### src/hw/cdp_pkg.sv
`default_nettype none
package cdp_pkg;

    // ------------------------------------------------------------
    // geometry
    // ------------------------------------------------------------
    localparam int BYTES      = 8;
    localparam int DATA_W     = 64;
    localparam int CFG_W      = 16;
    localparam int ADDR_W     = 28;
    localparam int BEATS      = 8;

    // ------------------------------------------------------------
    // configuration word fields
    // ------------------------------------------------------------
    localparam int CFG_START  = 0;
    localparam int CFG_WRPAT  = 1;
    localparam int CFG_RANK_L = 2;
    localparam int CFG_BYTE_L = 4;
    localparam int CFG_LOOP_L = 9;
    localparam int LOOP_W     = 7;
    localparam int ST_BUSY    = 0;
    localparam int ST_DONE    = 1;

    // ------------------------------------------------------------
    // register map, byte addresses
    // ------------------------------------------------------------
    localparam logic [7:0] OFS_CONFIG  = 8'h00;
    localparam logic [7:0] OFS_STATUS  = 8'h04;
    localparam logic [7:0] OFS_ERR_LO  = 8'h08;
    localparam logic [7:0] OFS_ERR_HI  = 8'h0c;
    localparam logic [7:0] OFS_IRQ_ST  = 8'h10;
    localparam logic [7:0] OFS_IRQ_CLR = 8'h14;
    localparam logic [7:0] OFS_IRQ_EN  = 8'h18;
    localparam logic [7:0] OFS_READY   = 8'h1c;
    localparam logic [7:0] OFS_IO_ADDR = 8'h20;

    // ------------------------------------------------------------
    // interrupt bits and reset values
    // ------------------------------------------------------------
    localparam int IRQ_W      = 2;
    localparam int IRQ_DONE   = 0;
    localparam int IRQ_MISM   = 1;
    localparam logic [CFG_W-1:0] CFG_RST = 16'h0000;
    localparam logic [IRQ_W-1:0] IRQ_RST = 2'h0;
    localparam logic [1:0] HTRANS_NONSEQ = 2'h2;

    typedef struct packed {
        logic [CFG_W-1:0]      cfg;
        logic                  busy;
        logic                  done;
        logic [DATA_W-1:0]     err_log;
        logic [2:0]            beat;
        logic [LOOP_W-1:0]     loop;
        logic [DATA_W-1:0]     rd_data;
        logic [DATA_W-1:0]     cmp;
        logic [DATA_W-1:0]     exp;
        logic [ADDR_W-1:0]     io_addr;
        logic [4*BYTES-1:0]    sync1;
        logic [4*BYTES-1:0]    sync2;
        logic [IRQ_W-1:0]      irq_st;
        logic [IRQ_W-1:0]      irq_en;
        logic                  wr_pend;
        logic [7:0]            wr_addr;
        logic [31:0]           hrdata;
    } cdp_state_t;

endpackage
`default_nettype wire

### src/hw/cdp_probe.sv
// The AHB-Lite slave port and the register offsets were left to the implementer.
`timescale 1ns/1ps
`default_nettype none
module cdp_probe (
    input  wire logic                      hclk,
    input  wire logic                      hresetn,
    // ahb-lite slave
    input  wire logic                      hsel,
    input  wire logic [31:0]               haddr,
    input  wire logic [1:0]                htrans,
    input  wire logic                      hwrite,
    input  wire logic [2:0]                hsize,
    input  wire logic [31:0]               hwdata,
    input  wire logic                      hready,
    output logic                           hreadyout,
    output logic                           hresp,
    output logic [31:0]                    hrdata,
    // calibration datapath, same clock
    input  wire logic                      rd_valid_i,
    input  wire logic [63:0]               rd_data_i,
    input  wire logic [63:0]               expected_i,
    input  wire logic                      chk_en_i,
    input  wire logic [27:0]               io_addr_i,
    // phy readiness, foreign domain
    input  wire logic [cdp_pkg::BYTES-1:0] lo_fix_i,
    input  wire logic [cdp_pkg::BYTES-1:0] hi_fix_i,
    input  wire logic [cdp_pkg::BYTES-1:0] lo_phy_i,
    input  wire logic [cdp_pkg::BYTES-1:0] hi_phy_i,
    // debug observation
    output logic [63:0]                    rd_data_o,
    output logic [63:0]                    rd_cmp_o,
    output logic [63:0]                    expected_o,
    output logic [15:0]                    cplx_cfg_o,
    output logic [1:0]                     cplx_status_o,
    output logic [63:0]                    cplx_err_log_o,
    output logic [27:0]                    io_addr_o,
    output logic [cdp_pkg::BYTES-1:0]      lo_nibble_fixed_delay_ok,
    output logic [cdp_pkg::BYTES-1:0]      hi_nibble_fixed_delay_ok,
    output logic [cdp_pkg::BYTES-1:0]      lo_nibble_phys_ok,
    output logic [cdp_pkg::BYTES-1:0]      hi_nibble_phys_ok,
    output logic                           irq
);

    // ------------------------------------------------------------
    // helpers
    // ------------------------------------------------------------
    function automatic logic [7:0] byte_of(input logic [63:0] w,
                                           input logic [2:0]  lane);
        byte_of = w[{lane, 3'h0} +: 8];
    endfunction

    // flag for data bit n, beat b lands at 8n+b
    function automatic logic [63:0] log_merge(input logic [63:0] log,
                                              input logic [7:0]  mm,
                                              input logic [2:0]  beat);
        logic [63:0] r;
        r = log;
        for (int n = 0; n < 8; n++) begin
            r[{n[2:0], beat}] = log[{n[2:0], beat}] | mm[n];
        end
        log_merge = r;
    endfunction

    cdp_pkg::cdp_state_t s_r;
    cdp_pkg::cdp_state_t s_nxt;

    logic                           acc_ok;
    logic                           cfg_wr;
    logic                           start_acc;
    logic [2:0]                     lane;
    logic [7:0]                     mism;
    logic [cdp_pkg::LOOP_W-1:0]     loops;
    logic [cdp_pkg::LOOP_W-1:0]     last_loop;
    logic                           run_end;
    logic [cdp_pkg::IRQ_W-1:0]      ev;

    assign acc_ok    = hsel && hready && (htrans == cdp_pkg::HTRANS_NONSEQ);
    assign cfg_wr    = s_r.wr_pend && (s_r.wr_addr == cdp_pkg::OFS_CONFIG);
    assign start_acc = cfg_wr && hwdata[cdp_pkg::CFG_START] && !s_r.busy;
    assign lane      = s_r.cfg[cdp_pkg::CFG_BYTE_L +: 3];
    assign mism      = byte_of(rd_data_i, lane) ^ byte_of(expected_i, lane);
    assign loops     = s_r.cfg[cdp_pkg::CFG_LOOP_L +: cdp_pkg::LOOP_W];
    // a loop count of zero still runs one pass
    assign last_loop = (loops == 7'h00) ? 7'h00 : loops - 7'h01;
    assign run_end   = s_r.busy && rd_valid_i && (s_r.beat == 3'h7)
                       && (s_r.loop == last_loop);
    assign ev[cdp_pkg::IRQ_DONE] = run_end;
    assign ev[cdp_pkg::IRQ_MISM] = s_r.busy && rd_valid_i && (|mism);

    // ------------------------------------------------------------
    // next state
    // ------------------------------------------------------------
    always_comb begin
        s_nxt = s_r;
        // capture of fifo data and its comparison
        if (rd_valid_i) begin
            s_nxt.rd_data = rd_data_i;
            s_nxt.cmp     = rd_data_i ^ expected_i;
        end
        if (rd_valid_i && chk_en_i) begin
            s_nxt.exp = expected_i;
        end
        s_nxt.io_addr = io_addr_i;
        // readiness bits cross in through two flops
        s_nxt.sync1 = {hi_phy_i, lo_phy_i, hi_fix_i, lo_fix_i};
        s_nxt.sync2 = s_r.sync1;

        // complex pattern run
        if (start_acc) begin
            s_nxt.cfg     = hwdata[15:0];
            s_nxt.busy    = 1'b1;
            s_nxt.done    = 1'b0;
            s_nxt.err_log = 64'h0;
            s_nxt.beat    = 3'h0;
            s_nxt.loop    = 7'h00;
        end else if (cfg_wr && !s_r.busy) begin
            s_nxt.cfg = hwdata[15:0];
        end else if (s_r.busy && rd_valid_i) begin
            s_nxt.err_log = log_merge(s_r.err_log, mism, s_r.beat);
            s_nxt.beat    = s_r.beat + 3'h1;
            if (s_r.beat == 3'h7) begin
                s_nxt.loop = s_r.loop + 7'h01;
            end
            if (run_end) begin
                s_nxt.busy = 1'b0;
                s_nxt.done = 1'b1;
                s_nxt.cfg[cdp_pkg::CFG_START] = 1'b0;
            end
        end

        // interrupt status: hardware set beats software clear
        if (s_r.wr_pend && s_r.wr_addr == cdp_pkg::OFS_IRQ_CLR) begin
            s_nxt.irq_st = s_r.irq_st & ~hwdata[cdp_pkg::IRQ_W-1:0];
        end
        s_nxt.irq_st = s_nxt.irq_st | ev;
        if (s_r.wr_pend && s_r.wr_addr == cdp_pkg::OFS_IRQ_EN) begin
            s_nxt.irq_en = hwdata[cdp_pkg::IRQ_W-1:0];
        end

        // bus: writes land in the data phase, reads are staged
        s_nxt.wr_pend = acc_ok && hwrite;
        s_nxt.wr_addr = haddr[7:0];
        if (acc_ok && !hwrite) begin
            case (haddr[7:0])
                cdp_pkg::OFS_CONFIG:  s_nxt.hrdata = {16'h0000, s_r.cfg};
                cdp_pkg::OFS_STATUS:  s_nxt.hrdata = {30'h0, s_r.done,
                                                      s_r.busy};
                cdp_pkg::OFS_ERR_LO:  s_nxt.hrdata = s_r.err_log[31:0];
                cdp_pkg::OFS_ERR_HI:  s_nxt.hrdata = s_r.err_log[63:32];
                cdp_pkg::OFS_IRQ_ST:  s_nxt.hrdata = {30'h0, s_r.irq_st};
                cdp_pkg::OFS_IRQ_EN:  s_nxt.hrdata = {30'h0, s_r.irq_en};
                cdp_pkg::OFS_READY:   s_nxt.hrdata = s_r.sync2;
                cdp_pkg::OFS_IO_ADDR: s_nxt.hrdata = {4'h0, s_r.io_addr};
                default:              s_nxt.hrdata = 32'h0;
            endcase
        end else begin
            s_nxt.hrdata = 32'h0;
        end
    end

    always_ff @(posedge hclk or negedge hresetn) begin
        if (!hresetn) begin
            s_r <= '0;
        end else begin
            s_r <= s_nxt;
        end
    end

    // ------------------------------------------------------------
    // outputs
    // ------------------------------------------------------------
    // zero wait states keep the probe out of the processor's way
    assign hreadyout      = 1'b1;
    assign hresp          = 1'b0;
    assign hrdata         = s_r.hrdata;
    assign rd_data_o      = s_r.rd_data;
    assign rd_cmp_o       = s_r.cmp;
    assign expected_o     = s_r.exp;
    assign cplx_cfg_o     = s_r.cfg;
    assign cplx_status_o  = {s_r.done, s_r.busy};
    assign cplx_err_log_o = s_r.err_log;
    assign io_addr_o      = s_r.io_addr;
    assign lo_nibble_fixed_delay_ok = s_r.sync2[0 +: cdp_pkg::BYTES];
    assign hi_nibble_fixed_delay_ok = s_r.sync2[cdp_pkg::BYTES +:
                                                cdp_pkg::BYTES];
    assign lo_nibble_phys_ok = s_r.sync2[2*cdp_pkg::BYTES +:
                                         cdp_pkg::BYTES];
    assign hi_nibble_phys_ok = s_r.sync2[3*cdp_pkg::BYTES +:
                                         cdp_pkg::BYTES];
    assign irq = |(s_r.irq_st & s_r.irq_en);
endmodule
`default_nettype wire

### config.mk
export PLATFORM = sky130hd
export DESIGN_NAME = cdp_probe
export DESIGN_NICKNAME = d
export VERILOG_FILES = /design/src/hw/cdp_pkg.sv /design/src/hw/cdp_probe.sv
export SDC_FILE = /design/constraint.sdc
export NUM_CORES = 1
export LEC_CHECK = 0
export ABC_AREA = 1
export BUFFER_PORTS_ARGS = -buffer_cell sky130_fd_sc_hd__buf_2
export CELL_PAD_IN_SITES_DETAIL_PLACEMENT = 1
export CELL_PAD_IN_SITES_GLOBAL_PLACEMENT = 2
export CORE_MARGIN = 2
export CORE_UTILIZATION = 30
export CTS_CLUSTER_DIAMETER = 80
export DETAILED_ROUTE_END_ITERATION = 8
export PLACE_DENSITY_LB_ADDON = 0.25
export SLEW_MARGIN = 20
export SYNTH_ARGS = -nofsm -noshare
export SYNTH_HDL_FRONTEND = slang
export SYNTH_SLANG_ARGS = --single-unit
### constraint.sdc
create_clock -name hclk -period 2.1 [get_ports hclk]
set_input_delay 0.105 -clock hclk [delete_from_list [all_inputs] [get_ports hclk]]
set_output_delay 0.105 -clock hclk [all_outputs]
set_load 0.01 [all_outputs]
; ---- Word level (Yosys, flattened, before mapping)
; Cells that the tools add are included.
; Widths: inputs -> output; s select.
[totals]
reg_bits = 421
in_bits = 264
out_inout_bits = 369
wordCells = 157
[op_classes]
add_sub_neg = 3
n_lt_le_gt_ge = 16
eq_ne = 13
shift = 2
mux = 51
n_bitwise = 14
reduce_logical = 40
[ops]
columns = operator, n
row1 = $bwmux 64, 8
row2 = $pmux 32 s8, 1
row3 = $shiftx 64x7->8, 2
row4 = $mux 92, 1
row5 = $mux 77, 1
row6 = $mux 76, 1
row7 = $xor 64x64->64, 1
row8 = $eq 8x5->1 const B, 5
row9 = $mux 32, 1
row10 = $lt 6x7->1 const B, 4
row11 = $bmux 1 s3, 8
row12 = $demux 1 s3, 8
row13 = $ge 6x1->1 const B, 4
row14 = $logic_and 1x1->1, 23
row15 = $mux 1, 17
row16 = $eq 8x4->1 const B, 2
row17 = $logic_not 8->1, 2
row18 = $mux 15, 1
row19 = $lt 5x7->1 const B, 2
row20 = $mux 7, 2
row21 = $ge 5x1->1 const B, 2
row22 = $eq 8x3->1 const B, 1
row23 = $eq 8x6->1 const B, 1
row24 = $or 1x1->1, 8
row25 = other kinds (25), 33

; ---- Logic depth before layout (Yosys ltp)
[depth]
word_depth = 15
mapped_depth = 15
ltp_nobuf = 13

; ---- Least setup slack after synthesis
; Ideal clock, no wire load.
[synth_timing]
path_kind = register to register
start = reg s_r[337] (netlist bit)
end = reg s_r, in the netlist cplx_err_log_o[21]
arrival_time_ns = 1.502
required_ns = 1.979
setup_slack_ns = 0.477
path_stages_with_launch = 8
synth_period_minus_slack_ns = 1.623
cell_sequence = dfrtp_1 > inv_2 > nand3_2 > nor2_1 > inv_1 > nand2_1 > inv_1 > a22o_1
[synth_between]
elab_chain_len = 14
word_cells_on_any_way = 40
[synth_lines]
columns = element, line
row1 = start: declaration, cdp_probe.sv:64  ; cdp_pkg::cdp_state_t s_r;
row2 = start signal: assignment, cdp_probe.sv:165  ; s_r <= s_nxt;
row3 = branches (longest 10 deep; another with $lt 5x7->1), -
row4 = $bwmux 64 *, cdp_probe.sv:59  ; r[{n[2:0], beat}] = log[{n[2:0], beat}] | mm[n];
row5 = $mux 77 *, cdp_probe.sv:118  ; end else if (s_r.busy && rd_valid_i) begin
row6 = $mux 76 *, cdp_probe.sv:116  ; end else if (cfg_wr && !s_r.busy) begin
row7 = $mux 92 *, cdp_probe.sv:109  ; if (start_acc) begin
; Mark *: on every way between the ends. The select of a mux whose other input is x is not followed.
; A chain may end at the register's enable or synchronous reset.

; ---- Worst setup path in the final report
[layout_timing]
start = reg s_r, in the netlist cplx_cfg_o[4]
end = reg s_r, in the netlist cplx_err_log_o[18]
[layout_between]
elab_chain_len = 14
word_cells_on_any_way = 22
[layout_lines]
columns = element, line
row1 = $shiftx 64x7->8, cdp_probe.sv:49  ; byte_of = w[{lane, 3'h0} +: 8];
row2 = $xor 8x8->8 *, cdp_probe.sv:81  ; assign mism = byte_of(rd_data_i, lane) ^ byte_of(expected_i, lane);
row3 = $or 1x1->1, cdp_probe.sv:59
row4 = $bwmux 64 (7 in series), cdp_probe.sv:59
row5 = $bwmux 64 *, cdp_probe.sv:59
row6 = $mux 77 *, cdp_probe.sv:118
row7 = $mux 76 *, cdp_probe.sv:116
row8 = $mux 92 *, cdp_probe.sv:109
; Every way passes the cells marked *; elsewhere a longest branch is shown, timed or not. The select of a mux whose other input is x is not followed.

==> out/qor.csv <==
metric,value,unit
drt_iter0_drc,1060,
finClkSkew,35.3,ps
critPathLaunchType,register,
grt_pass1_wl,130,mm
die-area,72900,um^2
cts_max_path_buffers,3,
grt_pass1_vias,20100,
setup_viol,0,
hold_class,input port to async pin,
cp_data_arrival_time,2440,ps
layout-drive-gt1-share,26.9,%
clkTransAtPathRegs,60,ps
wire_per_inst,21.9,um
yosys-mux-area-fraction,0,%
cts_tree,built,
postCtsSetupBuffers,0,
seq_area,10500,um^2
synth_compound_area_share,8.76,%
synth.yosys.seq_area_share,49.6,%
multiInputGateArea,6720,um^2
maxCapViolCount,0,
drv_slew,0,
antenna_found_initial,0,
fin_util,39.5,%
vias,18300,
insertion_delay,630,ps
max_freq,0.511,GHz
finalCritPeriodShare,93.2,%
dieWidth,270,um
track_usage,23.8,%
worst-path-max-fanout,19,
rsz0062_at_grt,true,
synthesis.area,21200,um^2
grt_overflow,0,
netlist_instances,2513,
numPortBuffers,587,
dieHeight,270,um
yosys.area_share.adder,0.236,%
ys_async_sr_fraction,100,%
io_pins,633,
avgSynthCellArea,8.45,um^2
grt_start_max_net_pins,54,
synth_edf_count,0,
cp_data_required_time,2590,ps
max-vdd-ir-drop,596,uV
start_util,30.3,%
fin_nets,3304,
routed_wl,87.8,mm
min_period,1960,ps
h-tree-depth,2,
clock-sinks,421,
synthXorXnorAreaFrac,2.76,%
crit_type,register to register,
tightestPinTransition,683,ps
fillers,8302,
end_kind,register,
rows,97,
design.core.area,70000,um^2
run_status,completed,
whs,43.4,ps
power_leakage,14.3,nW
syn_to_final_growth,30.1,%
synth-simple-area-share,19.5,%
synth_top_family_by_area,simple AND/OR/NAND/NOR gates,
syn_nets,2781,
yosys_warnings,0,
setup-tns-final,0,ps
relSlewSlack,54.4,%
cellPowerDensity,796,nW/um^2
dp_hpwl,67.7,mm
cts_buffers,50,
synth_ff_type,dfrtp_1,
finalHoldViolCount,0,
synth_cell_types,46,
drt-pass1-iter-count,4,
viasPerCell,4.57,
ys_ff_latch,421,
ant_nets,0,
drcViolationCount,0,
root_buffer,clkbuf_16,
place_congestion,0.884,
-- metal layers --
layer	vias to the layer above	routed length [um]	share of wire (%)	global-route usage [%]
li1	8607	-	-	-
met1	9080	34600	39	27.4
met2	486	45200	51	43.0
met3	175	3700	4.2	3.99
met4	0	4330	4.9	10.4
met5	-	0	0	0
-- sequential cells by signal, summed over array words and instances, names as in the netlist --
signal	flops
cplx_err_log_o	64
expected_o	64
rd_cmp_o	64
rd_data_o	64
hrdata	32
s_nxt	32
io_addr_o	28
s_r	23
cplx_cfg_o	16
hi_nibble_fixed_delay_ok	8
hi_nibble_phys_ok	8
lo_nibble_fixed_delay_ok	8
lo_nibble_phys_ok	8
cplx_status_o	2
-- worst max-delay path, stage by stage, from the launching register on --
cell and delay [ps]:
dfrtp_2 460, inv_6 120, buf_12 160, nand2_1 80
nand3_1 190, nand3_1 110, nand2_1 80, nand2_1 50
nand2_1 180, nand2_2 170, a22o_1 210
-- stage by stage --
step | total power [mW] | cells | setup slack (ps) | cell area, um^2
2_1_floorplan | 10.8 | 2513 | 477 | 21200
6_report | 22.0 | 4018 | 144 | 27600
4_1_cts | 22.3 | 4016 | 0.558 | 27500
5_1_grt | 22.9 | 4017 | -14.7 | 27600
3_3_place_gp | 11.7 | 3677 | -73.2 | 23200
3_5_place_dp | 11.8 | 3677 | -17.7 | 23200
-- cells by family (layout without fill, tap and decap cells) --
logic type / Yosys count / after routing
AOI/OAI and AO/OA: 321 / 321
xor gates and xnor gates: 67 / 67
adders and majority gates: 4 / 4
buffers and inverters: 687 / 1251
DFF: 421 / 421
other: 2 / 3
and+or+nand+nor: 1011 / 1011
-- report_power, final --
group	switching, mW	internal, mW
Combinational	1.78	1.32
Clock	3.82	6.12
Sequential	0.322	8.64
Total	5.92	16.1
-- worst paths after layout --
check / from / endpoint / slack, ps / cells after the start
max: cplx_cfg_o[4]$_DFFE_PN0P_ / cplx_err_log_o[18]$_DFFE_PN0P_ / 140 / 10
min: hresetn / hi_nibble_phys_ok[2]$_DFF_PN0_ / 40 / 2
max reg2reg: cplx_cfg_o[4]$_DFFE_PN0P_ / cplx_err_log_o[18]$_DFFE_PN0P_ / 140 / 10
min reg2reg: s_nxt[73]$_DFF_PN0_ / hi_nibble_phys_ok[4]$_DFF_PN0_ / 350 / 0
max in group asynchronous: hresetn / hi_nibble_fixed_delay_ok[3]$_DFF_PN0_ / 1270 / 4
min in group hclk: htrans[0] / hrdata[0]$_DFF_PN0_ / 50 / 7
-- repair_timing --
action / CTS / global route
gates cloned: 0 / 1
hold endpoints to repair: 544 / 0
resized for setup: 2 / 20
hold buffers: 246 / 0
endpoints found under the setup margin: 8 / 45
-- cells in the final DEF, fill, tap and decap left out, types with 4 or more instances in the layout --
master / n
o21ai_0: 222
dfrtp_1: 419
nand3_2: 13
clkbuf_16: 51
bufinv_16: 10
nor2_2: 9
inv_1: 214
a211oi_1: 8
a32o_1: 9
buf_4: 74
xnor2_1: 64
dlygate4sd3_1: 246
o22ai_1: 31
clkinv_2: 6
ha_1: 4
clkbuf_1: 9
inv_2: 8
nand2_2: 8
buf_12: 21
nor3_1: 10
nand2_1: 736
nand4_1: 13
nor2_1: 81
nand3_1: 130
a21oi_1: 20
buf_2: 586
clkbuf_8: 13
o2111ai_1: 5
a22o_1: 7
a221oi_1: 4
-- area by class of cell --
class | instances | area share, %
inverter | 226 | 3.10
tap | 940 | 4.25
multi-input combinational | 1405 | 24.3
timing repair buffer | 932 | 23.3
clock buffer | 72 | 5.30
sequential | 421 | 38.1
antenna | 1 | 0.00905
clock inverter | 21 | 1.58
-- cell usage after synthesis (3+ instances only) --
| cell | number | area (um^2) |
|---|---|---|
| nor2_2 | 9 | 56.3 |
| a22o_1 | 7 | 61.3 |
| xnor2_1 | 64 | 561 |
| nand3_2 | 6 | 60.1 |
| xor2_1 | 3 | 26.3 |
| buf_6 | 3 | 33.8 |
| inv_1 | 216 | 811 |
| o31ai_4 | 3 | 63.8 |
| nor2_1 | 81 | 304 |
| nand3_1 | 137 | 686 |
| nand2_1 | 744 | 2790 |
| a21oi_1 | 20 | 100 |
| inv_2 | 8 | 30.0 |
| ha_1 | 4 | 50.1 |
| dfrtp_1 | 421 | 10500 |
| a32o_1 | 9 | 90.1 |
| o21ai_2 | 3 | 26.3 |
| buf_2 | 31 | 155 |
| o21ai_0 | 222 | 1110 |
| a211oi_1 | 8 | 60.1 |
| o22ai_1 | 31 | 194 |
| buf_4 | 377 | 2830 |
| nor3_1 | 10 | 50.1 |
| nand4_1 | 13 | 81.3 |
| clkbuf_1 | 48 | 180 |
| o2111ai_1 | 5 | 43.8 |
| a221oi_1 | 4 | 35.0 |
(Power assumes the default switching activity.)
